## src/pkg/bus_seq_pkg.sv

```systemverilog
package bus_seq_pkg;

  // ---------------------------------------------------------------
  // cycle status codes
  // ---------------------------------------------------------------
  localparam logic [3:0] STATUS_IDLE  = 4'h0;
  localparam logic [3:0] STATUS_SIGNAL_PROCESSING_MODULE  = 4'h2;
  localparam logic [3:0] STATUS_DATA  = 4'hA;
  localparam logic [3:0] STATUS_SLAVE = 4'hD;

  // ---------------------------------------------------------------
  // bus cycle categories, coded as {high_byte_enable_n, bit zero}
  // ---------------------------------------------------------------
  localparam logic [1:0] CAT_EVEN_BYTE = 2'h2;
  localparam logic [1:0] CAT_ODD_BYTE  = 2'h1;
  localparam logic [1:0] CAT_EVEN_WORD = 2'h0;

  // ---------------------------------------------------------------
  // widths and field positions
  // ---------------------------------------------------------------
  localparam int ADDR_W      = 24;
  localparam int LANE_W      = 16;
  localparam int OPND_W      = 64;
  localparam int UPPER_LSB   = 16;
  localparam int ODD_QUAD_HALF = 3;
  localparam logic [2:0] HALF_OFFSET = 3'h4;

  // ---------------------------------------------------------------
  // reset values
  // ---------------------------------------------------------------
  localparam logic [OPND_W-1:0] OPND_RESET = 64'h0;
  localparam logic [ADDR_W-1:0] ADDR_RESET = 24'h0;

  typedef enum logic [1:0] {
    SIZE_BYTE,
    SIZE_WORD,
    SIZE_DOUBLE,
    SIZE_QUAD
  } opnd_size_e;

  typedef enum logic [1:0] {
    KIND_MEMORY,
    KIND_SPECIAL,
    KIND_SLAVE
  } cycle_kind_e;

  typedef struct packed {
    cycle_kind_e       kind;
    logic              write;
    opnd_size_e        size;
    logic [ADDR_W-1:0] addr;
    logic [OPND_W-1:0] wdata;
  } bus_req_s;

  typedef struct packed {
    logic [1:0] cat;
    logic [2:0] off;
  } piece_s;

endpackage : bus_seq_pkg

```

## src/verilog/cpu_bus_cycle_sequencer.sv

```systemverilog
`timescale 1ns/100ps

module cpu_bus_cycle_sequencer (
  input  wire logic                  core_clk,
  input  wire logic                  rst,
  input  wire logic                  req_valid,
  input  wire bus_seq_pkg::bus_req_s req,
  output logic                       req_ready,
  output logic                       resp_valid,
  output logic [63:0]                resp_data,
  input  wire logic                  vector_busy,
  output logic                       dsp_strobe,
  output logic                       dsp_write,
  output logic [23:0]                dsp_addr,
  output logic [15:0]                dsp_wdata,
  input  wire logic [15:0]           dsp_rdata,
  input  wire logic [15:0]           addr_data_low_in,
  output logic [15:0]                addr_data_low_out,
  output logic                       addr_data_low_oe,
  output logic [7:0]                 upper_address,
  output logic                       high_byte_enable_n,
  output logic                       addr_latch_enable,
  output logic                       address_strobe_n,
  output logic                       timing_state_out_n,
  output logic                       data_buffer_enable_n,
  output logic                       read_strobe_n,
  output logic                       write_strobe_n,
  output logic                       internal_access_strobe_n,
  output logic                       slave_cycle_strobe_n,
  output logic                       data_direction_in_n,
  output logic [3:0]                 cycle_status,
  input  wire logic                  continuous_wait_n
);

  typedef enum logic [3:0] {
    ST_IDLE, ST_VWAIT, ST_T1, ST_T2, ST_T3, ST_T4,
    ST_SLEAD, ST_SL1, ST_SL4
  } seq_state_e;

  seq_state_e            state_r;
  seq_state_e            state_nxt;
  bus_seq_pkg::bus_req_s req_r;
  bus_seq_pkg::bus_req_s cur_req;
  logic [2:0]            step_r;
  logic [23:0]           cur_addr_r;
  logic [15:0]           wlane_r;
  logic [1:0]            cat_r;
  logic [2:0]            off_r;
  logic [63:0]           rdata_r;
  logic                  resp_r;
  logic                  continuous_wait_meta_r;
  logic                  continuous_wait_sync_r;
  logic [15:0]           ad_meta_r;
  logic [15:0]           ad_sync_r;
  bus_seq_pkg::piece_s   piece;
  logic [2:0]            count;
  logic [2:0]            pc_step;
  logic                  last_piece;
  logic                  special;
  logic                  slave;
  logic                  in_cycle;
  logic [15:0]           lane_nxt;
  logic [15:0]           rd_lane;

  // ---------------------------------------------------------------
  // pin synchronisers
  // ---------------------------------------------------------------
  always_ff @(posedge core_clk)
  begin
    if (rst)
    begin
      continuous_wait_meta_r <= 1'b1;
      continuous_wait_sync_r <= 1'b1;
      ad_meta_r    <= 16'h0;
      ad_sync_r    <= 16'h0;
    end
    else
    begin
      continuous_wait_meta_r <= continuous_wait_n;
      continuous_wait_sync_r <= continuous_wait_meta_r;
      ad_meta_r    <= addr_data_low_in;
      ad_sync_r    <= ad_meta_r;
    end
  end

  // ---------------------------------------------------------------
  // operand splitting
  // ---------------------------------------------------------------
  // while idle the request is not latched yet, so split it off the port
  assign cur_req = (state_r == ST_IDLE) ? req : req_r;
  assign pc_step = (state_r == ST_IDLE) ? 3'h0
                 : (state_r == ST_T4 || state_r == ST_SL4) ? step_r + 3'h1
                 : step_r;

  operand_splitter u_split (
    .size  (cur_req.size),
    .odd   (cur_req.addr[0]),
    .step  (pc_step),
    .piece (piece),
    .count (count)
  );

  assign special    = (req_r.kind == bus_seq_pkg::KIND_SPECIAL);
  assign slave      = (req_r.kind == bus_seq_pkg::KIND_SLAVE);
  assign last_piece = (step_r + 3'h1 >= count);

  always_comb
  begin
    // byte lanes for the piece about to start
    lane_nxt = 16'h0;
    unique case (piece.cat)
      bus_seq_pkg::CAT_ODD_BYTE:
        lane_nxt[15:8] = cur_req.wdata[8*piece.off +: 8];
      bus_seq_pkg::CAT_EVEN_BYTE:
        lane_nxt[7:0]  = cur_req.wdata[8*piece.off +: 8];
      default:
        lane_nxt = cur_req.wdata[8*piece.off +: 16];
    endcase
  end

  // ---------------------------------------------------------------
  // sequencer state
  // ---------------------------------------------------------------
  always_comb
  begin
    state_nxt = state_r;
    unique case (state_r)
      ST_IDLE:
        if (req_valid)
        begin
          if (req.kind == bus_seq_pkg::KIND_SLAVE)
            state_nxt = ST_SLEAD;
          else if (req.kind == bus_seq_pkg::KIND_SPECIAL)
            state_nxt = ST_VWAIT;
          else
            state_nxt = ST_T1;
        end
      ST_VWAIT:
        if (!vector_busy)
          state_nxt = ST_T1;
      ST_T1:    state_nxt = ST_T2;
      ST_T2:    state_nxt = ST_T3;
      ST_T3:
        // special cycles never stretch
        if (special || continuous_wait_sync_r)
          state_nxt = ST_T4;
      ST_T4:    state_nxt = last_piece ? ST_IDLE : ST_T1;
      ST_SLEAD: state_nxt = ST_SL1;
      ST_SL1:   state_nxt = ST_SL4;
      ST_SL4:   state_nxt = last_piece ? ST_IDLE : ST_SL1;
      default:  state_nxt = ST_IDLE;
    endcase
  end

  always_ff @(posedge core_clk)
  begin
    if (rst)
      state_r <= ST_IDLE;
    else
      state_r <= state_nxt;
  end

  always_ff @(posedge core_clk)
  begin
    if (rst)
    begin
      req_r  <= '0;
      step_r <= 3'h0;
    end
    else if (state_r == ST_IDLE && req_valid)
    begin
      req_r  <= req;
      step_r <= 3'h0;
    end
    else if (state_r == ST_T4 || state_r == ST_SL4)
      step_r <= step_r + 3'h1;
  end

  // ---------------------------------------------------------------
  // per-cycle address and write lanes
  // ---------------------------------------------------------------
  always_ff @(posedge core_clk)
  begin
    if (rst)
    begin
      cur_addr_r <= bus_seq_pkg::ADDR_RESET;
      wlane_r    <= 16'h0;
      cat_r      <= bus_seq_pkg::CAT_EVEN_WORD;
      off_r      <= 3'h0;
    end
    else if (state_nxt == ST_T1)
    begin
      // byte address arithmetic wraps at 24 bits
      cur_addr_r <= cur_req.addr + 24'(piece.off);
      wlane_r    <= lane_nxt;
      cat_r      <= piece.cat;
      off_r      <= piece.off;
    end
    else if (state_nxt == ST_SL1)
    begin
      // lead state counts as step zero for lane selection
      if (req_r.size == bus_seq_pkg::SIZE_BYTE)
        wlane_r <= {8'h0, req_r.wdata[7:0]};
      else
        wlane_r <= req_r.wdata[16*pc_step[1:0] +: 16];
    end
  end

  // ---------------------------------------------------------------
  // read assembly
  // ---------------------------------------------------------------
  // special reads ignore the pins and take the module's data
  assign rd_lane = special ? dsp_rdata : ad_sync_r;

  always_ff @(posedge core_clk)
  begin
    if (rst)
      rdata_r <= bus_seq_pkg::OPND_RESET;
    else if (state_r == ST_IDLE && req_valid)
      rdata_r <= bus_seq_pkg::OPND_RESET;
    else if (state_r == ST_SL1 && !req_r.write)
    begin
      if (req_r.size == bus_seq_pkg::SIZE_BYTE)
        rdata_r[7:0] <= ad_sync_r[7:0];
      else
        rdata_r[16*step_r[1:0] +: 16] <= ad_sync_r;
    end
    else if (state_r == ST_T4 && !req_r.write) // synced pins show T2
    begin
      unique case (cat_r)
        bus_seq_pkg::CAT_ODD_BYTE:
          rdata_r[8*off_r +: 8] <= rd_lane[15:8];
        bus_seq_pkg::CAT_EVEN_BYTE:
          rdata_r[8*off_r +: 8] <= rd_lane[7:0];
        default:
          rdata_r[8*off_r +: 16] <= rd_lane;
      endcase
    end
  end

  always_ff @(posedge core_clk)
  begin
    if (rst)
      resp_r <= 1'b0;
    else
      resp_r <= (state_nxt == ST_IDLE) && (state_r == ST_T4
                || state_r == ST_SL4);
  end

  assign req_ready  = (state_r == ST_IDLE);
  assign resp_valid = resp_r;
  assign resp_data  = rdata_r;

  // ---------------------------------------------------------------
  // pins
  // ---------------------------------------------------------------
  assign in_cycle = (state_r == ST_T1) || (state_r == ST_T2)
                 || (state_r == ST_T3) || (state_r == ST_T4);

  always_comb
  begin
    addr_data_low_out = (state_r == ST_T1) ? cur_addr_r[15:0] : wlane_r;
    // address phase drives always, data phase only on writes
    addr_data_low_oe  = (in_cycle && (state_r == ST_T1 || req_r.write))
                     || ((state_r == ST_SL1 || state_r == ST_SL4)
                         && req_r.write);
    upper_address     = in_cycle ? cur_addr_r[23:16] : 8'h0;
    high_byte_enable_n = in_cycle ? cat_r[1] : 1'b1;
    addr_latch_enable = (in_cycle && special) || (state_r == ST_T1);
    address_strobe_n  = !(state_r == ST_T1 && !special);
    timing_state_out_n = !(!special && !slave
                        && (state_r == ST_T2 || state_r == ST_T3));
    data_buffer_enable_n = timing_state_out_n;
    read_strobe_n     = timing_state_out_n || req_r.write;
    write_strobe_n    = timing_state_out_n || !req_r.write;
    internal_access_strobe_n = !(state_r == ST_T1 && special);
    slave_cycle_strobe_n = !(state_r == ST_SL1);
    data_direction_in_n = !((in_cycle || state_r == ST_SL1
                         || state_r == ST_SL4) && !req_r.write);
    if (state_r == ST_SLEAD || state_r == ST_SL1 || state_r == ST_SL4)
      cycle_status = bus_seq_pkg::STATUS_SLAVE;
    else if (in_cycle)
      cycle_status = special ? bus_seq_pkg::STATUS_SIGNAL_PROCESSING_MODULE
                             : bus_seq_pkg::STATUS_DATA;
    else
      cycle_status = bus_seq_pkg::STATUS_IDLE;
  end

  assign dsp_strobe = (state_r == ST_T1) && special;
  assign dsp_write  = req_r.write;
  assign dsp_addr   = cur_addr_r;
  assign dsp_wdata  = wlane_r;
endmodule : cpu_bus_cycle_sequencer

```

## src/verilog/operand_splitter.sv

```systemverilog
`timescale 1ns/100ps

module operand_splitter (
  input  wire bus_seq_pkg::opnd_size_e size,
  input  wire logic                    odd,
  input  wire logic [2:0]              step,
  output bus_seq_pkg::piece_s          piece,
  output logic [2:0]                   count
);

  logic       half;
  logic [2:0] k;

  always_comb
  begin
    half  = (step >= 3'(bus_seq_pkg::ODD_QUAD_HALF));
    k     = half ? step - 3'(bus_seq_pkg::ODD_QUAD_HALF) : step;
    piece = '0;
    if (!odd)
    begin
      // even start: words at A, A+2, A+4, A+6
      piece.off = {step[1:0], 1'b0};
      piece.cat = (size == bus_seq_pkg::SIZE_BYTE)
                ? bus_seq_pkg::CAT_EVEN_BYTE
                : bus_seq_pkg::CAT_EVEN_WORD;
      unique case (size)
        bus_seq_pkg::SIZE_BYTE:   count = 3'h1;
        bus_seq_pkg::SIZE_WORD:   count = 3'h1;
        bus_seq_pkg::SIZE_DOUBLE: count = 3'h2;
        bus_seq_pkg::SIZE_QUAD:   count = 3'h4;
      endcase
    end
    else
    begin
      // odd start: odd byte, even word, even byte per half
      unique case (k)
        3'h0:
        begin
          piece.cat = bus_seq_pkg::CAT_ODD_BYTE;
          piece.off = 3'h0;
        end
        3'h1:
        begin
          piece.cat = (size == bus_seq_pkg::SIZE_WORD)
                    ? bus_seq_pkg::CAT_EVEN_BYTE
                    : bus_seq_pkg::CAT_EVEN_WORD;
          piece.off = 3'h1;
        end
        default:
        begin
          piece.cat = bus_seq_pkg::CAT_EVEN_BYTE;
          piece.off = 3'h3;
        end
      endcase
      if (half)
        piece.off = piece.off + bus_seq_pkg::HALF_OFFSET;
      unique case (size)
        bus_seq_pkg::SIZE_BYTE:   count = 3'h1;
        bus_seq_pkg::SIZE_WORD:   count = 3'h2;
        bus_seq_pkg::SIZE_DOUBLE: count = 3'h3;
        bus_seq_pkg::SIZE_QUAD:   count = 3'h6;
      endcase
    end
  end

endmodule : operand_splitter

```

## config.mk

```make
export PLATFORM = sky130hd
export DESIGN_NAME = cpu_bus_cycle_sequencer
export DESIGN_NICKNAME = d
export VERILOG_FILES = /design/src/pkg/bus_seq_pkg.sv /design/src/verilog/cpu_bus_cycle_sequencer.sv /design/src/verilog/operand_splitter.sv
export SDC_FILE = /design/constraint.sdc
export NUM_CORES = 1
export LEC_CHECK = 0
export ABC_AREA = 1
export BUFFER_PORTS_ARGS = -buffer_cell sky130_fd_sc_hd__buf_2
export CAP_MARGIN = 20
export CORE_MARGIN = 8
export CORE_UTILIZATION = 44
export CTS_CLUSTER_DIAMETER = 50
export DETAILED_ROUTE_END_ITERATION = 8
export GPL_TIMING_DRIVEN = 0
export HOLD_SLACK_MARGIN = 0.12
export PLACE_DENSITY = 0.69
export SETUP_SLACK_MARGIN = 0.02
export SYNTH_ARGS = -nofsm -noshare
export SYNTH_HDL_FRONTEND = slang
export SYNTH_SLANG_ARGS = --single-unit
```

## constraint.sdc

```tcl
create_clock -name core_clk -period 4.2 [get_ports core_clk]
set_clock_uncertainty 0.05 [all_clocks]
set_input_delay 0.84 -clock core_clk [delete_from_list [all_inputs] [get_ports core_clk]]
set_output_delay 0.84 -clock core_clk [all_outputs]
set_load 0.01 [all_outputs]
```

Word level (Yosys, flattened, before mapping) --
Cells that the tools add are included.
Storage, ports and cells: memory bits (read-only) 0, memories kept 0, output and inout port bits 147, latch bits 0, bits in writable memories 0, word-level logic and storage cells 147, flip-flop bits (word level) 244
Cells by class: $add $sub $neg 6, eq/ne operators 23, muxes and demuxes 42, multipliers 0, reduce and logical (&&, ||, !) cells 46, bitwise logic cells 0, order comparisons 2, div/mod/pow operators 0, shift operators 10
Operators by type and width (number):
- 64-bit bitwise mux | 4
- 64-bit two-way mux | 2
- 64-bit one-hot mux with 2 select lines | 1
- 16-bit by 34-bit variable shift with 64-bit output, first input constant | 2
- 16-bit by 34-bit variable part select with 64-bit output | 2
- 64-bit by 7-bit variable part select with 16-bit output | 2
- 8-bit by 34-bit variable part select with 64-bit output | 2
- 90-bit two-way mux | 1
- 16-bit two-way mux | 5
- 6-bit negation with 34-bit output | 2
- 8-bit by 34-bit variable shift with 64-bit output, first input constant | 1
- 64-bit by 7-bit variable part select with 8-bit output | 1
- 56-bit two-way mux | 1
- 4-bit one-hot mux with 9 select lines | 1
- 8-bit one-hot mux with 2 select lines | 2
- 24-bit by 3-bit adder with 24-bit output | 1
- 4-bit two-way mux | 6
- 3-bit two-way mux | 7
- 4-bit by 3-bit equality test with 1-bit output, second input constant | 5
- 1-bit logical OR | 16
- 8-bit two-way mux | 2
- 2-bit equality test, second input constant | 6
- 4-bit by 2-bit equality test with 1-bit output, second input constant | 3
- 1-bit logical AND | 12
- other kinds (23) | 42

Logic depth before layout (Yosys ltp) --
Gate-level depths: netlist of the first run.
word-level depth 15, mapped depth 30, gate-level depth less buffers 29

Modules after synthesis --
Synthesis of the first run repeated with hierarchy kept, for this count alone.
Second synthesis, totals: cells, all modules 3010, area, all modules 17539.3 µm²
Modules (own cells, without submodules):
- cpu_bus_cycle_sequencer | instances 1, cells each 2973, area each 17336.6 µm²
- operand_splitter | instances 1, cells each 37, area each 202.7 µm²

Worst setup path before layout of the first run --
Ideal clock, no wire load.
path kind reg-to-reg, from reg step_r[0], to reg cur_addr_r[16] (netlist: dsp_addr[16]), library setup time 115 ps, path slack -101 ps, path buffers 2, stages on the path, launching flop included 28, clock period less this slack 4301 ps, arrival time 4135 ps, cell sequence dfxtp_1 buf_2 inv_1 ha_1 inv_1 nand2_2 nand3_4 inv_4 ha_1 ha_1 or2_2 o21ai_2 nand3_4 a21oi_4 buf_6 fa_1 nand2_1 inv_1 o21ai_0 nor2_1 nand2_1 nor2_1 nand2_1 nor2_1 nand3_1 xor2_1 o21ai_0 inv_1
On the way: word-level cells in the longest chain between the ends 12, elaborated cells on any way between the ends 19
RTL lines:
- start: declaration | line cpu_bus_cycle_sequencer.sv:44 | logic [2:0] step_r;
- start signal: assignment | line cpu_bus_cycle_sequencer.sv:176 | step_r <= step_r + 3'h1;
- 3-bit by 1-bit adder with 3-bit output | line cpu_bus_cycle_sequencer.sv:92, cpu_bus_cycle_sequencer.sv:105
- 3-bit two-way mux
- 3-bit two-way mux | line cpu_bus_cycle_sequencer.sv:91 | assign pc_step = (state_r == ST_IDLE) ? 3'h0
- 3-bit by 2-bit subtractor with 3-bit output / 3-bit by 2-bit greater-or-equal comparator with 1-bit output (equally long branches) | line operand_splitter.sv:17, operand_splitter.sv:16
- 3-bit two-way mux | line operand_splitter.sv:17 | k = half ? step - 3'(bus_seq_pkg::ODD_QUAD_HALF) : step;
- 3-bit by 1-bit equality test with 1-bit output / 3-bit zero test (equally long branches) | line operand_splitter.sv:36 | unique case (k)
- 5-bit one-hot mux with 2 select lines | line operand_splitter.sv:36
- 5-bit two-way mux | line operand_splitter.sv:19 | if (!odd)
- 3-bit adder | line operand_splitter.sv:56 | piece.off = piece.off + bus_seq_pkg::HALF_OFFSET;
- 3-bit two-way mux | line operand_splitter.sv:55 | if (half)
- 5-bit two-way mux | line operand_splitter.sv:19
- 24-bit by 3-bit adder with 24-bit output | line cpu_bus_cycle_sequencer.sv:194 | cur_addr_r <= cur_req.addr + 24'(piece.off);
- end signal: assignment | line cpu_bus_cycle_sequencer.sv:186 | cur_addr_r <= bus_seq_pkg::ADDR_RESET;
- end signal: assignment | line cpu_bus_cycle_sequencer.sv:194
- end: declaration | line cpu_bus_cycle_sequencer.sv:45 | logic [23:0] cur_addr_r;
Several ways; a longest one is shown, not always the timed one. The select of a mux whose other input is x is not followed. A chain may end at the register's enable or synchronous reset.

Worst setup path after layout of the first run --
from in req_valid, to reg req_r[6] (netlist name)
On the way: word-level cells in the longest chain between the ends 1
RTL lines:
- start: declaration | line cpu_bus_cycle_sequencer.sv:6 | input wire logic req_valid,
- 1-bit logical AND | line cpu_bus_cycle_sequencer.sv:170 | else if (state_r == ST_IDLE && req_valid)
- end signal: assignment | line cpu_bus_cycle_sequencer.sv:172 | req_r <= req;
- end: declaration | line cpu_bus_cycle_sequencer.sv:42 | bus_seq_pkg::bus_req_s req_r;
Every way passes these cells.

==> results.sh, run 1 <==
export IMPL_status="complete, no violations"
export IMPL_period_needed_ns=4.12
export IMPL_avgSynthCellArea_um2=6.29
export IMPL_r2r_slack_ns=0.09
export IMPL_start_util_pct=44.7
export IMPL_hold_viol=0
export IMPL_die_h_um=209
export IMPL_fin_crit_sh_pct=98.1
export IMPL_syn_inst=2609
export IMPL_setup_viol=0
export IMPL_yosysWarnings=0
export IMPL_globalplace_congestion=1.09
export IMPL_clock_sinks=244
export IMPL_grt_pass1_vias=20100
export IMPL_drv_cap=0
export IMPL_synth_nets=2758
export IMPL_num_vias=21200
export IMPL_ys_seq_elements=244
export IMPL_drv_slew=0
export IMPL_antenna_found_initial=3
export IMPL_synth_async_reset_ratio_pct=0
export IMPL_path_max_fanout=10
export IMPL_cp_data_arrival_time_ns=4.48
export IMPL_clk_pin_slew_ns=0.06
export IMPL_remaining_drc_errors=0
export IMPL_drt_iter0_markers=2475
export IMPL_post_route_util_pct=54.5
export IMPL_clock_path_buffers=3
export IMPL_io_buffer_count=276
export IMPL_ioPinCount=277
export IMPL_r2r_end="req_r[6]"
export IMPL_routed_wl_um=88100
export IMPL_clock_latency_ns=0.57
export IMPL_max_freq_ghz=0.243
export IMPL_fin_nets=3092
export IMPL_reg2reg_from="state_r[1]"
export IMPL_die_w_um=209
export IMPL_viasPerCell=6.18
export IMPL_synth_edff_count=0
export IMPL_pre_cts_slack_ns=-1.02
export IMPL_cts_tree="built"
export IMPL_cts_root_buffer="clkbuf_16"
export IMPL_core_mm2=0.0367
export IMPL_ff2ff_path_depth=10
export IMPL_hp_class="flip-flop to flip-flop"
export IMPL_ys_flop_type="dfxtp_1"
export IMPL_synthDistinctLibCells=60
export IMPL_grt_setup_unrepaired="true"
export IMPL_grt_start_max_net_pins=20
export IMPL_ant_nets=0
export IMPL_die_area_mm2=0.0437
export IMPL_relSlewSlack_pct=22.6
export IMPL_grt_overflow=0
export IMPL_worst_pin_slew_ns=1.15
export IMPL_hpwl_um=70600
export IMPL_synth_area_mm2=0.0164
export IMPL_cp_endpoint="req_r[6]"
export IMPL_syn2layout_area_growth_pct=21.7
export IMPL_grtUsageTotal_pct=38.5
export IMPL_cp_data_required_time_ns=4.56
export IMPL_cts_made_buffers=35
export IMPL_layout_drive_gt1_share_pct=17.8
export IMPL_fin_ws_ns=0.0817
export IMPL_drt_pass1_iterations=8
export IMPL_hold_ws_ns=0.354
export IMPL_setup_worst_path_start="req_valid"
export IMPL_start_kind="input port"
export IMPL_wl_per_cell_um=25.7
export IMPL_num_rows=70
export IMPL_cts_hold_buf=0
export IMPL_pwr_density_cell_mw_per_mm2=764
export IMPL_h_tree_depth=2
export IMPL_critical_path_class="input port to flip-flop"
export IMPL_power_leakage_uw=0.00888
export IMPL_grt_pass1_wl_um=129000
export IMPL_ys_seq_area_share_pct=29.8
export IMPL_peakVddDrop_mv=0.520
export IMPL_worst_setup_path_end_kind="flip-flop"
-- layer usage --
metal  GRT usage, %  vias up  wire (um)
li1               -     9513          -
met1           45.8     9924      32700
met2           62.0     1456      39400
met4           25.4        2       6680
met5              0        -         13
met3           8.37      336       9350
-- cell families (layout without fill, tap and decap cells) --
group	after synthesis	count (layout)	share of synthesized area [%]
other	0	1	0
buffers and inverters	499	857	12.1
DFF	244	244	29.8
adders and majority gates	19	19	1.49
and+or+nand+nor	953	953	25.4
xor gates and xnor gates	11	11	0.587
AOI/OAI and AO/OA	883	883	30.7
-- worst min-delay path by stage --
stage	slack, ns	end	from	cells past startpoint
after detailed placement	0.34	continuous_wait_sync_r	continuous_wait_meta_r	1
after global routing	0.37	continuous_wait_sync_r	continuous_wait_meta_r	1
after global placement	0.35	ad_sync_r[2]	ad_meta_r[2]	2
after CTS	0.35	ad_sync_r[5]	ad_meta_r[5]	2
final	0.35	ad_sync_r[1]	ad_meta_r[1]	2
after floorplan	0.34	ad_sync_r[0]	ad_meta_r[0]	2
-- sequential cells by signal, indices dropped and copies added (netlist names) --
signal / flops
req_r: 92
resp_data: 64
dsp_addr: 24
ad_meta_r: 16
ad_sync_r: 16
dsp_wdata: 16
state_r: 4
off_r: 3
step_r: 3
cat_r: 2
continuous_wait_meta_r: 1
continuous_wait_sync_r: 1
dsp_write: 1
resp_valid: 1
-- power by group --
part           leakage, uW  total [uW]  internal (uW)  switching, uW
logic              0.00631        9270           2450           6820
clock network     0.000565        2970           1760           1210
registers          0.00200        3040           2730            307
total              0.00888       15300           6940           8340
-- placed cells by master, fill, tap and decap left out, types with 10 or more instances in the layout --
cell type and count:
nand2_1 470, o21ai_0 394, inv_1 292, buf_2 287, dfxtp_1 239, a21oi_1 230
nand3_1 205, nor2_1 178, clkbuf_1 124, o211ai_1 58, buf_4 38, o21ai_1 35
clkbuf_16 35, a31oi_1 34, o221ai_1 29, inv_2 21, o22ai_1 20, or2_2 19
nor2_4 17, ha_1 16, nand2_2 14, a311oi_1 12, buf_1 11, nand4_1 10
o31ai_1 10
-- final cells by class --
cell class	count	area (um^2)
plain buffers	171	783
fillers	3775	16700
clock inverters	16	196
diodes	1	2.50
multi-input cells	1866	9750
inverters	323	1240
flip-flops and latches	244	4900
clock buffers	45	953
well taps	468	586
repair buffers	302	1580
-- synth_stat cells (all sizes together), types with 2 or more instances --
library cell	count	area, um^2
a32o	8	80.1
nor3	10	55.1
or2	19	119
nand4	10	62.6
nor2	204	836
o221ai	29	254
a31oi	34	213
dfxtp	244	4880
a311oi	12	105
o211ai	58	435
a22oi	4	30.0
xnor2	2	17.5
xor2	9	78.8
o21ai	439	2240
clkbuf	130	488
clkinv	4	15.0
o22ai	20	125
a22o	3	26.3
a21oi	232	1170
o21a	9	67.6
nand3	209	1080
o32ai	9	78.8
nor4	3	25.0
nand2	494	1950
a211oi	3	27.5
inv	319	1200
ha	18	225
a32oi	7	61.3
o31ai	10	75.1
buf	46	275
-- worst max-delay path: stages --
cell,delay (ns)
buf_2,0.09
inv_1,0.06
clkbuf_1,0.32
nor2_1,0.23
clkbuf_1,0.72
inv_1,0.16
nand2_1,0.59
clkbuf_1,0.64
clkbuf_1,0.66
o32ai_1,0.16
-- per-stage QoR --
stage / power (uW) / std cells / instance area [um^2] / setup TNS, ns
CTS: 14700 / 3423 / 19700 / 0
floorplan: 8240 / 2609 / 16400 / 0
finish: 15300 / 3436 / 20000 / 0
global route: 15900 / 3435 / 20000 / -0.0142
global placement: 11600 / 3353 / 18400 / -38.96
detailed placement: 11600 / 3353 / 18400 / -45.73
-- what timing repair did --
action,in CTS,in global routing
buffers inserted,12,14
pin swaps,7,11
resized for setup,41,55
setup endpoints to repair,77,88
cloned,0,0
Power figures use the tool's default switching activity.
==> inputs of run 2 (changes only) <==
- CORE_MARGIN: 8 -> 1.5
==> run 2 against run 1 <==
Compared with the run above: clock power increased by 5%; combinational power decreased by 2%; global-route usage increased by 5.5 points; design area increased by 0.36%; die area decreased by 12%; sequential share of layout area decreased by 0.076 points; largest power group unchanged; hold slack got worse by 0.012 ns; first-iteration DRC count decreased by 1.1%; critical path depth increased by 4; largest cell class unchanged; clock-buffer cell count decreased by 1; maximum frequency increased by 1.7%.
==> results.sh, run 2 (synthesis gave the netlist of run 1 again) <==
export IMPL_die_w_um=196
export IMPL_power_leakage_uw=0.00891
export IMPL_crit_path_max_incr_delay_ns=0.55
export IMPL_clock_path_buffers=3
export IMPL_grtUsageTotal_pct=44.0
export IMPL_post_route_util_pct=54.7
export IMPL_path_max_fanout=10
export IMPL_path_cells="inv_1 -> ha_1 -> clkbuf_1 -> inv_1 -> clkbuf_1 -> o21ai_0 -> nor2_1 -> nand2_1 -> nor2_1 -> a21oi_1 -> o21ai_0 -> a32o_1 -> o211ai_1 -> a21oi_1"
export IMPL_setup_tns_final_ns=0
export IMPL_post_layout_nonfiller_instances=3445
export IMPL_drv_slew=0
export IMPL_globalplace_congestion=1.08
export IMPL_start_util_pct=44.7
export IMPL_drt_iter0_markers=2447
export IMPL_fin_nets=3095
export IMPL_fin_crit_sh_pct=96.4
export IMPL_status="complete, no violations"
export IMPL_peakVddDrop_mv=0.464
export IMPL_ant_nets=0
export IMPL_grt_overflow=0
export IMPL_num_vias=21100
export IMPL_cp_data_arrival_time_ns=4.50
export IMPL_relSlewSlack_pct=22.1
export IMPL_pwr_density_cell_mw_per_mm2=762
export IMPL_syn2layout_area_growth_pct=22.2
export IMPL_grt_pass1_vias=19900
export IMPL_viasPerCell=6.12
export IMPL_die_h_um=196
export IMPL_cts_root_buffer="clkbuf_16"
export IMPL_drv_cap=0
export IMPL_h_tree_depth=2
export IMPL_antenna_found_initial=6
export IMPL_layout_drive_gt1_share_pct=17.8
export IMPL_dp_cells=3353
export IMPL_hpwl_um=68000
export IMPL_start_kind="flip-flop"
export IMPL_regMostFlops="req_r"
export IMPL_num_rows=70
export IMPL_grt_setup_unrepaired="false"
export IMPL_largest_register_ffs=92
export IMPL_cts_made_buffers=36
export IMPL_pre_cts_slack_ns=-0.932
export IMPL_drt_pass1_iterations=7
export IMPL_power_uw=15300
export IMPL_io_buffer_count=276
export IMPL_hold_viol=0
export IMPL_clock_sinks=244
export IMPL_clk_pin_slew_ns=0.06
export IMPL_routed_wl_um=86000
export IMPL_r2r_slack_ns=0.15
export IMPL_remaining_drc_errors=0
export IMPL_fin_ws_ns=0.152
export IMPL_critPathSlowestCell="clkbuf_1"
export IMPL_mostFrequentLayoutCells="nand2_1 (472), o21ai_0 (394), inv_1 (293)"
export IMPL_clock_latency_ns=0.58
export IMPL_layout_commonest_cell="nand2_1"
export IMPL_cts_tree="built"
export IMPL_core_mm2=0.0367
export IMPL_hp_class="flip-flop to flip-flop"
export IMPL_wl_per_cell_um=25.0
export IMPL_setup_viol=0
export IMPL_worst_setup_path_end_kind="flip-flop"
export IMPL_cp_data_required_time_ns=4.65
export IMPL_die_area_mm2=0.0385
export IMPL_grt_pass1_wl_um=126000
export IMPL_critical_path_class="flip-flop to flip-flop"
export IMPL_max_freq_ghz=0.247
export IMPL_worst_pin_slew_ns=1.16
export IMPL_ioPinCount=277
export IMPL_grt_start_max_net_pins=20
export IMPL_period_needed_ns=4.05
run 2: changes by cell type in the layout (fill, tap and decap cells not counted), moves of 2 or more:
cell        delta
diode_2        +3
buf_2          +2
clkinvlp_4     +2
nor2_4         -2
nand2_1        +2
run 2: where the power goes:
group | internal, uW | switching [uW] | total, uW
combinational | 2440 | 6670 | 9110
sequential | 2730 | 315 | 3050
clock | 1860 | 1270 | 3130
total | 7030 | 8250 | 15300
run 2: routing by layer:
metal / wire [um] / GRT usage (%)
met1: 31700 / 51.9
met2: 37900 / 70.5
met3: 9310 / 10.1
met4: 7150 / 31.2
met5: 34 / 0
run 2: path summary, 6_finish.rpt:
check	from	endpoint	depth (start not counted)
worst max-delay path	req_r[92]	resp_data[39]	14
worst min-delay path	ad_meta_r[14]	ad_sync_r[14]	2
worst max register to register	req_r[92]	resp_data[39]	14
worst min register to register	ad_meta_r[14]	ad_sync_r[14]	2
run 2: area by class of cell:
cell class              count  area [um^2]
diodes                      4         10.0
plain buffers             173          791
clock buffers              44          961
clock inverters            21          269
fillers                  3782        16600
inverters                 323         1240
multi-input cells        1866         9720
flip-flops and latches    244         4900
well taps                 468          586
repair buffers            302         1580
run 2: critical path: cells and delay by family (launching register included):
kind / cells / cell delay, ns
compound gates: 6 / 1.44
buf+inv: 4 / 1.13
simple gates: 3 / 0.85
flops: 1 / 0.31
fa+ha+maj: 1 / 0.17
run 2: what timing repair did:
item,4_1_cts,5_1_grt
endpoints found under the setup margin,77,64
cloned,0,0
hold buffers,0,0
setup buffers,11,15
gates resized for setup,38,50
pin swaps,7,10
endpoints found under the hold margin,0,0
run 2: stage by stage:
step,instance area [um^2],hold WS [ns]
2_1_floorplan,16400,0.338
3_3_place_gp,18400,0.344
3_5_place_dp,18400,0.347
4_1_cts,19800,0.347
5_1_grt,20100,0.365
6_report,20100,0.343
